<file path="src/rtl/irhc_pkg.sv">
// Constants, types and object-dictionary map of the input routing block
package irhc_pkg;

    // ------------------------------------------------------------
    // Sizes
    // ------------------------------------------------------------
    localparam int IRHC_N_PHYS = 16;
    localparam int IRHC_N_ROUTE = 36;
    localparam int IRHC_HOME_BIT = 2;
    localparam int IRHC_SEL_INV_BIT = 7;

    // ------------------------------------------------------------
    // Object-dictionary indices and subindices
    // ------------------------------------------------------------
    localparam logic [15:0] IRHC_IDX_ROUTE = 16'h3242;
    localparam logic [15:0] IRHC_IDX_CAPT = 16'h3243;
    localparam logic [7:0] IRHC_SUB_COUNT = 8'h00;
    localparam logic [7:0] IRHC_SUB_FIRST = 8'h01;
    localparam logic [7:0] IRHC_SUB_CTRL = 8'h01;
    localparam logic [7:0] IRHC_SUB_EVCNT = 8'h02;
    localparam logic [7:0] IRHC_SUB_UPOS = 8'h03;
    localparam logic [7:0] IRHC_SUB_SPOS = 8'h04;

    // ------------------------------------------------------------
    // Read-only entry counts and reset values
    // ------------------------------------------------------------
    localparam logic [7:0] IRHC_ROUTE_CNT = 8'h24;
    localparam logic [7:0] IRHC_CAPT_CNT = 8'h04;
    localparam logic [7:0] IRHC_SEL_RST = 8'h00;
    localparam logic [31:0] IRHC_W32_RST = 32'h00000000;
    localparam logic [31:0] IRHC_CNT_ONE = 32'h00000001;
    localparam logic [31:0] IRHC_CTRL_MAX = 32'h00000003;

    // ------------------------------------------------------------
    // Selector codes
    // ------------------------------------------------------------
    localparam logic [7:0] IRHC_SEL_ZERO = 8'h00;
    localparam logic [7:0] IRHC_SEL_ONE = 8'h80;
    localparam logic [7:0] IRHC_SEL_INV1 = 8'h81;
    localparam logic [6:0] IRHC_SEL_LO = 7'h01;
    localparam logic [6:0] IRHC_SEL_HI = 7'h10;
    localparam logic [3:0] IRHC_SEL_BIAS = 4'h1;

    // ------------------------------------------------------------
    // Types
    // ------------------------------------------------------------
    typedef enum logic [1:0] {
        IRHC_OFF,
        IRHC_RISE,
        IRHC_FALL,
        IRHC_BOTH
    } irhc_mode_t;

    typedef struct packed {
        logic rd;
        logic wr;
        logic [15:0] index;
        logic [7:0] sub;
        logic [31:0] wdata;
    } irhc_od_req_t;

    typedef struct packed {
        logic ack;
        logic err;
        logic [31:0] rdata;
    } irhc_od_rsp_t;

endpackage

</file>
<file path="src/rtl/irhc_core.sv">
// Digital input routing matrix and home-switch position capture
// What this block does
// - Thirty-six 8-bit selectors; selector n drives routed bit n-1.
// - Code 0 gives constant 0; codes 1..16 pass physical input 1..16.
// - Code 128 gives constant 1.
// - Codes 129..144 give inverted physical input 1..16.
// - Selectors are read/write and reset to 0, so with routing enabled routed bits read 0.
// - Entry counts read as constants 24h (routing) and 04h (capture).
// - When enabled, home input level changes latch the encoder position.
// - Control 0 off, 1 rising, 2 falling, 3 both edges; resets to 0.
// - Counter counts captures, cleared when control written with 1..3.
// - Each capture stores the user-unit position.
// - Each capture also stores the raw 32-bit sensor position.
// - Selectors apply only while routing enable is 1.
// - Special-function enable bit 2 marks the home switch input.
module irhc_core
    import irhc_pkg::*;
#(
    parameter int N_ROUTE = IRHC_N_ROUTE
) (
    input wire logic mclk,
    input wire logic sys_rst,
    input wire logic [IRHC_N_PHYS-1:0] phys_in,
    input wire logic routing_en,
    input wire logic [31:0] special_fn_en,
    input wire logic [31:0] user_pos,
    input wire logic [31:0] sensor_pos,
    input wire irhc_od_req_t od_req,
    output irhc_od_rsp_t od_rsp,
    output logic [N_ROUTE-1:0] routed_input_word
);

    // ------------------------------------------------------------
    // Helpers
    // ------------------------------------------------------------
    function automatic logic irhc_route_bit(input logic [7:0] sel,
                                            input logic [IRHC_N_PHYS-1:0] p);
        logic [6:0] low;
        logic [3:0] k;
        low = sel[6:0];
        k = sel[3:0] - IRHC_SEL_BIAS;
        if (sel == IRHC_SEL_ONE)
            return 1'b1;
        else if (low >= IRHC_SEL_LO && low <= IRHC_SEL_HI)
            return p[k] ^ sel[IRHC_SEL_INV_BIT];
        else
            return 1'b0;
    endfunction

    function automatic logic irhc_hit(input irhc_od_req_t r,
                                      input logic [15:0] idx,
                                      input logic [7:0] sub);
        return r.index == idx && r.sub == sub;
    endfunction

    // ------------------------------------------------------------
    // State
    // ------------------------------------------------------------
    logic [7:0] sel_reg [N_ROUTE];
    logic [IRHC_N_PHYS-1:0] sync1_reg, sync2_reg, prev_reg;
    irhc_mode_t mode_reg;
    logic [31:0] evcnt_reg, upos_reg, spos_reg;

    // ------------------------------------------------------------
    // Synchroniser and edge detection
    // ------------------------------------------------------------
    // No reset here: the chain tracks the pins through reset, so a home
    // pin that is high at release gives no false rising edge
    always_ff @(posedge mclk) begin
        sync1_reg <= phys_in;
        sync2_reg <= sync1_reg;
        prev_reg <= sync2_reg;
    end

    wire home_now = sync2_reg[IRHC_HOME_BIT];
    wire home_old = prev_reg[IRHC_HOME_BIT];
    wire rise = home_now & ~home_old;
    wire fall = ~home_now & home_old;
    // Home capture is gated by its special-function bit as well as the mode
    wire home_ena = special_fn_en[IRHC_HOME_BIT];
    wire want_rise = mode_reg == IRHC_RISE || mode_reg == IRHC_BOTH;
    wire want_fall = mode_reg == IRHC_FALL || mode_reg == IRHC_BOTH;
    wire capture = home_ena
                   & ((want_rise & rise) | (want_fall & fall));

    // ------------------------------------------------------------
    // Object-dictionary decode
    // ------------------------------------------------------------
    wire is_route = od_req.index == IRHC_IDX_ROUTE;
    wire [7:0] sel_idx = od_req.sub - IRHC_SUB_FIRST;
    wire sel_hit = is_route && od_req.sub >= IRHC_SUB_FIRST
                   && od_req.sub <= IRHC_ROUTE_CNT;
    wire ctrl_hit = irhc_hit(od_req, IRHC_IDX_CAPT, IRHC_SUB_CTRL);
    wire ctrl_ok = od_req.wdata <= IRHC_CTRL_MAX;
    wire ctrl_wr = od_req.wr && ctrl_hit && ctrl_ok;
    wire ctrl_clear = ctrl_wr && od_req.wdata != IRHC_W32_RST;
    wire cnt_wr = od_req.wr && irhc_hit(od_req, IRHC_IDX_CAPT, IRHC_SUB_EVCNT);
    wire upos_wr = od_req.wr && irhc_hit(od_req, IRHC_IDX_CAPT, IRHC_SUB_UPOS);
    wire spos_wr = od_req.wr && irhc_hit(od_req, IRHC_IDX_CAPT, IRHC_SUB_SPOS);
    wire route_cnt_hit = irhc_hit(od_req, IRHC_IDX_ROUTE, IRHC_SUB_COUNT);
    wire capt_cnt_hit = irhc_hit(od_req, IRHC_IDX_CAPT, IRHC_SUB_COUNT);

    // Read-only counts and out-of-range control values are refused
    wire ro_hit = route_cnt_hit || capt_cnt_hit;
    wire known = sel_hit || ro_hit || ctrl_hit || cnt_wr || upos_wr
                 || spos_wr || irhc_hit(od_req, IRHC_IDX_CAPT, IRHC_SUB_EVCNT)
                 || irhc_hit(od_req, IRHC_IDX_CAPT, IRHC_SUB_UPOS)
                 || irhc_hit(od_req, IRHC_IDX_CAPT, IRHC_SUB_SPOS);
    wire bad_wr = od_req.wr && (ro_hit || (ctrl_hit && !ctrl_ok));
    wire req_err = !known || bad_wr;

    wire [31:0] rd_val =
        route_cnt_hit ? {24'h000000, IRHC_ROUTE_CNT} :
        capt_cnt_hit ? {24'h000000, IRHC_CAPT_CNT} :
        sel_hit ? {24'h000000, sel_reg[sel_idx[5:0]]} :
        ctrl_hit ? {30'h00000000, mode_reg} :
        irhc_hit(od_req, IRHC_IDX_CAPT, IRHC_SUB_EVCNT) ? evcnt_reg :
        irhc_hit(od_req, IRHC_IDX_CAPT, IRHC_SUB_UPOS) ? upos_reg :
        irhc_hit(od_req, IRHC_IDX_CAPT, IRHC_SUB_SPOS) ? spos_reg :
        IRHC_W32_RST;

    always_ff @(posedge mclk) begin
        if (sys_rst) begin
            od_rsp <= '0;
        end else begin
            od_rsp.ack <= od_req.rd | od_req.wr;
            od_rsp.err <= (od_req.rd | od_req.wr) & req_err;
            od_rsp.rdata <= od_req.rd ? rd_val : IRHC_W32_RST;
        end
    end

    // ------------------------------------------------------------
    // Routing selectors and routed word
    // ------------------------------------------------------------
    always_ff @(posedge mclk) begin
        if (sys_rst) begin
            for (int i = 0; i < N_ROUTE; i++)
                sel_reg[i] <= IRHC_SEL_RST;
        end else if (od_req.wr && sel_hit) begin
            sel_reg[sel_idx[5:0]] <= od_req.wdata[7:0];
        end
    end

    wire [N_ROUTE-1:0] route_next;
    genvar g;
    generate
        for (g = 0; g < N_ROUTE; g++) begin : g_route
            // With routing off, the raw inputs appear on the low bits
            if (g < IRHC_N_PHYS) begin : g_phys
                assign route_next[g] = routing_en ?
                    irhc_route_bit(sel_reg[g], sync2_reg) :
                    sync2_reg[g];
            end else begin : g_soft
                assign route_next[g] = routing_en &
                    irhc_route_bit(sel_reg[g], sync2_reg);
            end
        end
    endgenerate

    always_ff @(posedge mclk) begin
        if (sys_rst)
            routed_input_word <= '0;
        else
            routed_input_word <= route_next;
    end

    // ------------------------------------------------------------
    // Home capture
    // ------------------------------------------------------------
    // A capture in the same cycle as a clear or write still counts
    wire [31:0] cnt_base = ctrl_clear ? IRHC_W32_RST :
                           cnt_wr ? od_req.wdata : evcnt_reg;
    wire [31:0] cnt_next = capture ? cnt_base + IRHC_CNT_ONE : cnt_base;

    always_ff @(posedge mclk) begin
        if (sys_rst) begin
            mode_reg <= IRHC_OFF;
            evcnt_reg <= IRHC_W32_RST;
            upos_reg <= IRHC_W32_RST;
            spos_reg <= IRHC_W32_RST;
        end else begin
            if (ctrl_wr)
                mode_reg <= irhc_mode_t'(od_req.wdata[1:0]);
            evcnt_reg <= cnt_next;
            upos_reg <= capture ? user_pos :
                        upos_wr ? od_req.wdata : upos_reg;
            spos_reg <= capture ? sensor_pos :
                        spos_wr ? od_req.wdata : spos_reg;
        end
    end

    // ------------------------------------------------------------
    // Checks
    // ------------------------------------------------------------
    sel_zero_a: assert property (
        @(posedge mclk) disable iff (sys_rst)
        routing_en && sel_reg[33] == IRHC_SEL_ZERO
        |=> !routed_input_word[33])
        else $error("zero selector did not give 0");
    sel_pass_a: assert property (
        @(posedge mclk) disable iff (sys_rst)
        routing_en && sel_reg[0] == {1'b0, IRHC_SEL_LO}
        |=> routed_input_word[0] == $past(sync2_reg[0]))
        else $error("selector 1 did not pass input 1");
    sel_one_a: assert property (
        @(posedge mclk) disable iff (sys_rst)
        routing_en && sel_reg[16] == IRHC_SEL_ONE
        |=> routed_input_word[16])
        else $error("one selector did not give 1");
    sel_inv_a: assert property (
        @(posedge mclk) disable iff (sys_rst)
        routing_en && sel_reg[17] == IRHC_SEL_INV1
        |=> routed_input_word[17] == !$past(sync2_reg[0]))
        else $error("inverted selector wrong");
    reset_vals_a: assert property (
        @(posedge mclk)
        sys_rst |=> sel_reg[5] == IRHC_SEL_RST && mode_reg == IRHC_OFF
        && routed_input_word == '0)
        else $error("reset values wrong");
    entry_count_a: assert property (
        @(posedge mclk) disable iff (sys_rst)
        od_req.rd && route_cnt_hit
        |=> od_rsp.ack && od_rsp.rdata == {24'h000000, IRHC_ROUTE_CNT})
        else $error("routing entry count wrong");
    route_off_a: assert property (
        @(posedge mclk) disable iff (sys_rst)
        !routing_en |=> routed_input_word[N_ROUTE-1:IRHC_N_PHYS] == '0)
        else $error("routing active while disabled");
    mode_off_a: assert property (
        @(posedge mclk) disable iff (sys_rst)
        (mode_reg == IRHC_OFF || !home_ena) && !ctrl_clear && !cnt_wr
        |=> evcnt_reg == $past(evcnt_reg))
        else $error("count moved while capture disabled");
    latch_pos_a: assert property (
        @(posedge mclk) disable iff (sys_rst)
        capture
        |=> upos_reg == $past(user_pos) && spos_reg == $past(sensor_pos))
        else $error("positions not latched");
    count_inc_a: assert property (
        @(posedge mclk) disable iff (sys_rst)
        capture && !ctrl_clear && !cnt_wr
        |=> evcnt_reg == $past(evcnt_reg) + IRHC_CNT_ONE)
        else $error("count not incremented");
    count_clr_a: assert property (
        @(posedge mclk) disable iff (sys_rst)
        ctrl_clear && !capture |=> evcnt_reg == IRHC_W32_RST)
        else $error("count not cleared");
    rise_capt_a: assert property (
        @(posedge mclk) disable iff (sys_rst)
        mode_reg == IRHC_RISE && home_ena && $rose(home_now)
        |=> upos_reg == $past(user_pos))
        else $error("rising edge missed");
    sync_two_a: assert property (
        @(posedge mclk) disable iff (sys_rst)
        !$past(sys_rst) && !$past(sys_rst, 2)
        |-> sync2_reg == $past(phys_in, 2))
        else $error("synchroniser depth wrong");

endmodule // irhc_core

</file>
<file path="config.mk">
export PLATFORM = sky130hd
export DESIGN_NAME = irhc_core
export DESIGN_NICKNAME = d
export VERILOG_FILES = /design/src/rtl/irhc_pkg.sv /design/src/rtl/irhc_core.sv
export SDC_FILE = /design/constraint.sdc
export NUM_CORES = 2
export LEC_CHECK = 0
export BUFFER_PORTS_ARGS = -buffer_cell sky130_fd_sc_hd__buf_4
export CAP_MARGIN = 10
export CORE_MARGIN = 2
export CORE_UTILIZATION = 30
export CTS_BUF_LIST = sky130_fd_sc_hd__clkbuf_2 sky130_fd_sc_hd__clkbuf_4 sky130_fd_sc_hd__clkbuf_8
export CTS_CLUSTER_DIAMETER = 30
export DETAILED_ROUTE_END_ITERATION = 10
export GPL_ROUTABILITY_DRIVEN = 0
export PLACE_DENSITY = 0.52
export SLEW_MARGIN = 40
export SYNTH_ARGS = -nofsm -noshare
export SYNTH_HDL_FRONTEND = slang
export SYNTH_SLANG_ARGS = --single-unit
</file>
<file path="constraint.sdc">
create_clock -name mclk -period 3.8 [get_ports mclk]
set_clock_uncertainty 0.2 [all_clocks]
set_input_delay 0.38 -clock mclk [delete_from_list [all_inputs] [get_ports mclk]]
set_output_delay 0.38 -clock mclk [all_outputs]
set_load 0.01 [all_outputs]
</file>
==> reports/results.md <==
| Metric | Reported |
|:---|:---|
| Area share of the largest cell type after synthesis | 0.3873 |
| Remaining DRCs | 0 |
| Source-to-sink clock delay at the later pin of the worst-skew pair | 0.90 ns |
| Average detailed-routed wire length per instance | 23.37 um |
| Result of the run | completed |
| Placed cell count | 5618 |
| Critical path destination | evcnt_reg[11] |
| Number of port buffers | 211 |
| Leakage power figure | 19.97 nW |
| Signal arrival time at the worst endpoint | 4.36 ns |
| Final critical-path setup slack | 0.09984 ns |
| Top cell type by total area after synthesis | edfxtp_1 |
| Setup repair after global routing missed its margin | yes |
| Register bit total from synthesis | 713 |
| Power Dens Cells | 457.8 mW/mm^2 |
| Number of rows in the core area | 133 |
| Maximum VDD drop | 0.0002721 V |
| Largest cells by area after synthesis | edfxtp_1 (39%), mux4_2 (12%), dfxtp_1 (10%) |
| Ys Warns | 0 |
| Switching power summed over all nets | 0.006234 W |
| Start point of the critical path | od_req[5] |
| Met1 routed wirelength after detailed routing | 63.60 mm |
| Total power | 0.02389 W |
| FF-to-FF path depth | 10 |
| Count of final max-slew check failures | 0 |
| Core region area | 0.1315 mm^2 |
| Required time of the critical path | 4.46 ns |
| Number of DRC markers after the initial detailed-route iteration | 3133 |
| Most frequently used cell type in the post-synthesis netlist | edfxtp_1 |
| Routed wire length on met2 | 66.35 mm |
| Vias per Instance | 5.305 |
| Maximum root-to-sink buffer count | 3 |
| Placed wire-length estimate | 98.45 mm |
| Count of endpoints failing hold in the final timing report | 0 |
| Combinational share of power | 0.121 |
| Initial DRT Pass Iterations | 6 |
| Nets | 4549 |
| Vias after detailed routing | 32990 |
| Min cycle time layout | 3.700 ns |
| Slew at the pin closest to its max-slew limit | 0.8845 ns |
| Top cells by instance count after synthesis | edfxtp_1 (512), nand2_1 (396), and2_1 (295) |
| Fmax | 0.2703 GHz |
| Cell-internal power | 0.01765 W |
| CTS clock-pin slew for the worst setup and hold paths | 0.05 ns |
| Instance count of the mapped netlist | 3551 |
| Total number of clock tree sinks | 713 |
| Wire length of the first global-routing pass | 214.1 mm |
| I/O pins | 243 |
| Post-synth EDFFs | 512 |
| Total wire length after detailed routing | 145.3 mm |
| Slowest cell on the critical path | dlygate4sd3_1 |
| Top routing layer in use | met5 |
| Worst path cell trace | dlygate4sd3_1 -> buf_4 -> buf_4 -> and4_1 -> and2_1 -> nand3_1 -> a32oi_2 -> buf_4 -> and2_1 -> a211o_1 -> dlygate4sd3_1 -> and3_1 -> dlygate4sd3_1 |
| Total routing usage reported by global routing | 0.2115 |
| WL met3 | 11.42 mm |
| Mapped Area | 0.03970 mm^2 |
| Clock Root Buffer | clkbuf_8 |
| Async set-reset flop share out of synthesis | 0 |
| Most used DFF post-synth | edfxtp_1 |
| Number of antenna violations at the first check in global routing | 3 |
| Critical path type | primary input to register |
| Number of endpoints failing setup at the final stage | 0 |
| Final Cycle Share | 0.9737 |
| Reported max-cap violation count | 0 |
| Remaining number of nets flagged by the antenna check after routing | 0 |
| Slowest cell delay on critical path | 0.56 ns |
| Final core utilization | 0.3969 |
| Worst-path maximum fanout | 39 |
| Setup crit end kind | register |
| Worst min path class | primary input to register |
| Die H | 367.8 um |
| Worst setup timing slack at the placement stage | -0.1470 ns |
| Headroom to the max-slew limit | 0.4095 |
| Die width | 367.8 um |
| Slack of the worst reg-to-reg path | 0.27 ns |
| Non-Filler Instances | 6219 |
| # H-tree levels | 4 |
| Largest net degree at the start of global routing | 93 |
| Worst r2r src | sync2_reg[2] |
| Fraction of power consumed by the clock network | 0.504 |
| Library cells used by synthesis | 85 |
| Via count of the first global-routing pass | 32510 |
| Category of the worst setup path launch point | primary input |
| Synthesized area divided by synthesized cell count | 11.18 um^2 |
| Part of the power in registers | 0.376 |
| Remaining global-route overflow | 0 |
| Starting Density | 0.3020 |
| Flip-flop count of the largest register after layout | 512 |
| Area growth from synthesis to layout | 31.44% |
| Area of the die | 0.1353 mm^2 |
| TritonCTS clock tree | yes |
| Fraction of the yosys area taken by sequential cells | 0.4886 |
| Proportion of total power due to net switching | 0.2610 |
| R2r endpoint | evcnt_reg[11] |
| Number of buffers inserted during clock tree synthesis | 188 |
| Fraction of layout cells with a size suffix above 1 | 0.2533 |
| Post-route worst hold slack | 0.05393 ns |
## timing repair
action                                  in CTS  in global routing
hold endpoints to repair                   284                  0
resized for setup                            0                 13
hold buffers                               235                  0
buffers inserted                             0                 10
endpoints found under the setup margin       0                  9
## routing by layer
layer / global-route usage / up-vias
li1: - / 14680
met1: 0.2946 / 16630
met2: 0.3292 / 1445
met3: 0.04223 / 234
met4: 0.06813 / 2
met5: 0 / -
## cells in the final DEF, fill, tap and decap left out, drive strengths merged, types with 128 or more instances in the layout
cell         count
dfxtp          201
buf            465
clkbuf         230
a21oi          143
edfxtp         512
conb           128
nand2          397
and2           296
nand3          174
mux4           219
dlygate4sd3    235
nor2           271
## critical path: cells and delay by family
family	cells	cell delay (ns)
compound gates	2	0.43
buf+inv	6	2.44
simple gates	5	1.04
## layout make-up
type	count	area, um^2
Timing Repair Buffer	700	6133
Antenna cell	6	15.01
Clock inverter	120	1684
Sequential cell	713	19410
Multi-Input combinational cell	2606	19420
Tap cell	1755	2196
Fill cell	12810	79280
Inverter	89	335.3
Clock buffer	230	2990
## through the flow
stage | TNS [ns] | instance area [um^2]
2_1_floorplan | 0 | 40180
3_5_place_dp | -0.2120 | 45000
3_3_place_gp | -0.1394 | 44980
4_1_cts | 0 | 52030
6_report | 0 | 52180
5_1_grt | -0.01311 | 52180
## kinds of logic (layout without fill, tap and decap cells)
family / count (synthesis) / after routing / share of synthesized area
compound gates: 520 / 520 / 0.09036
xor+xnor: 101 / 101 / 0.02247
fa+ha+maj: 78 / 78 / 0.02458
buf+inv: 359 / 1139 / 0.03725
flops: 713 / 713 / 0.4886
mux: 344 / 344 / 0.1560
other cells: 1 / 134 / 0.00009446
simple gates: 1435 / 1435 / 0.1806
## power groups by stage
stage | Sequential (W) | Combinational (W) | Clock, W
2_1_floorplan | 0.00893 | 0.00171 | 0
3_3_place_gp | 0.00911 | 0.00269 | 0
3_5_place_dp | 0.00912 | 0.00271 | 0
4_1_cts | 0.00897 | 0.00284 | 0.0122
5_1_grt | 0.00900 | 0.00307 | 0.0126
6_report | 0.00897 | 0.00288 | 0.0120
## how the worst min path moves through the flow
| stage | start | end | depth (start not counted) |
|---|---|---|---|
| floorplan | sync1_reg[0] | sync2_reg[0] | 0 |
| global placement | sync1_reg[15] | sync2_reg[15] | 0 |
| detailed placement | sync1_reg[8] | sync2_reg[8] | 0 |
| CTS | od_req[38] | od_rsp[6] | 7 |
| global route | od_req[51] | evcnt_reg[15] | 6 |
| finish | od_req[51] | evcnt_reg[15] | 6 |
Power figures use the tool's default switching activity.
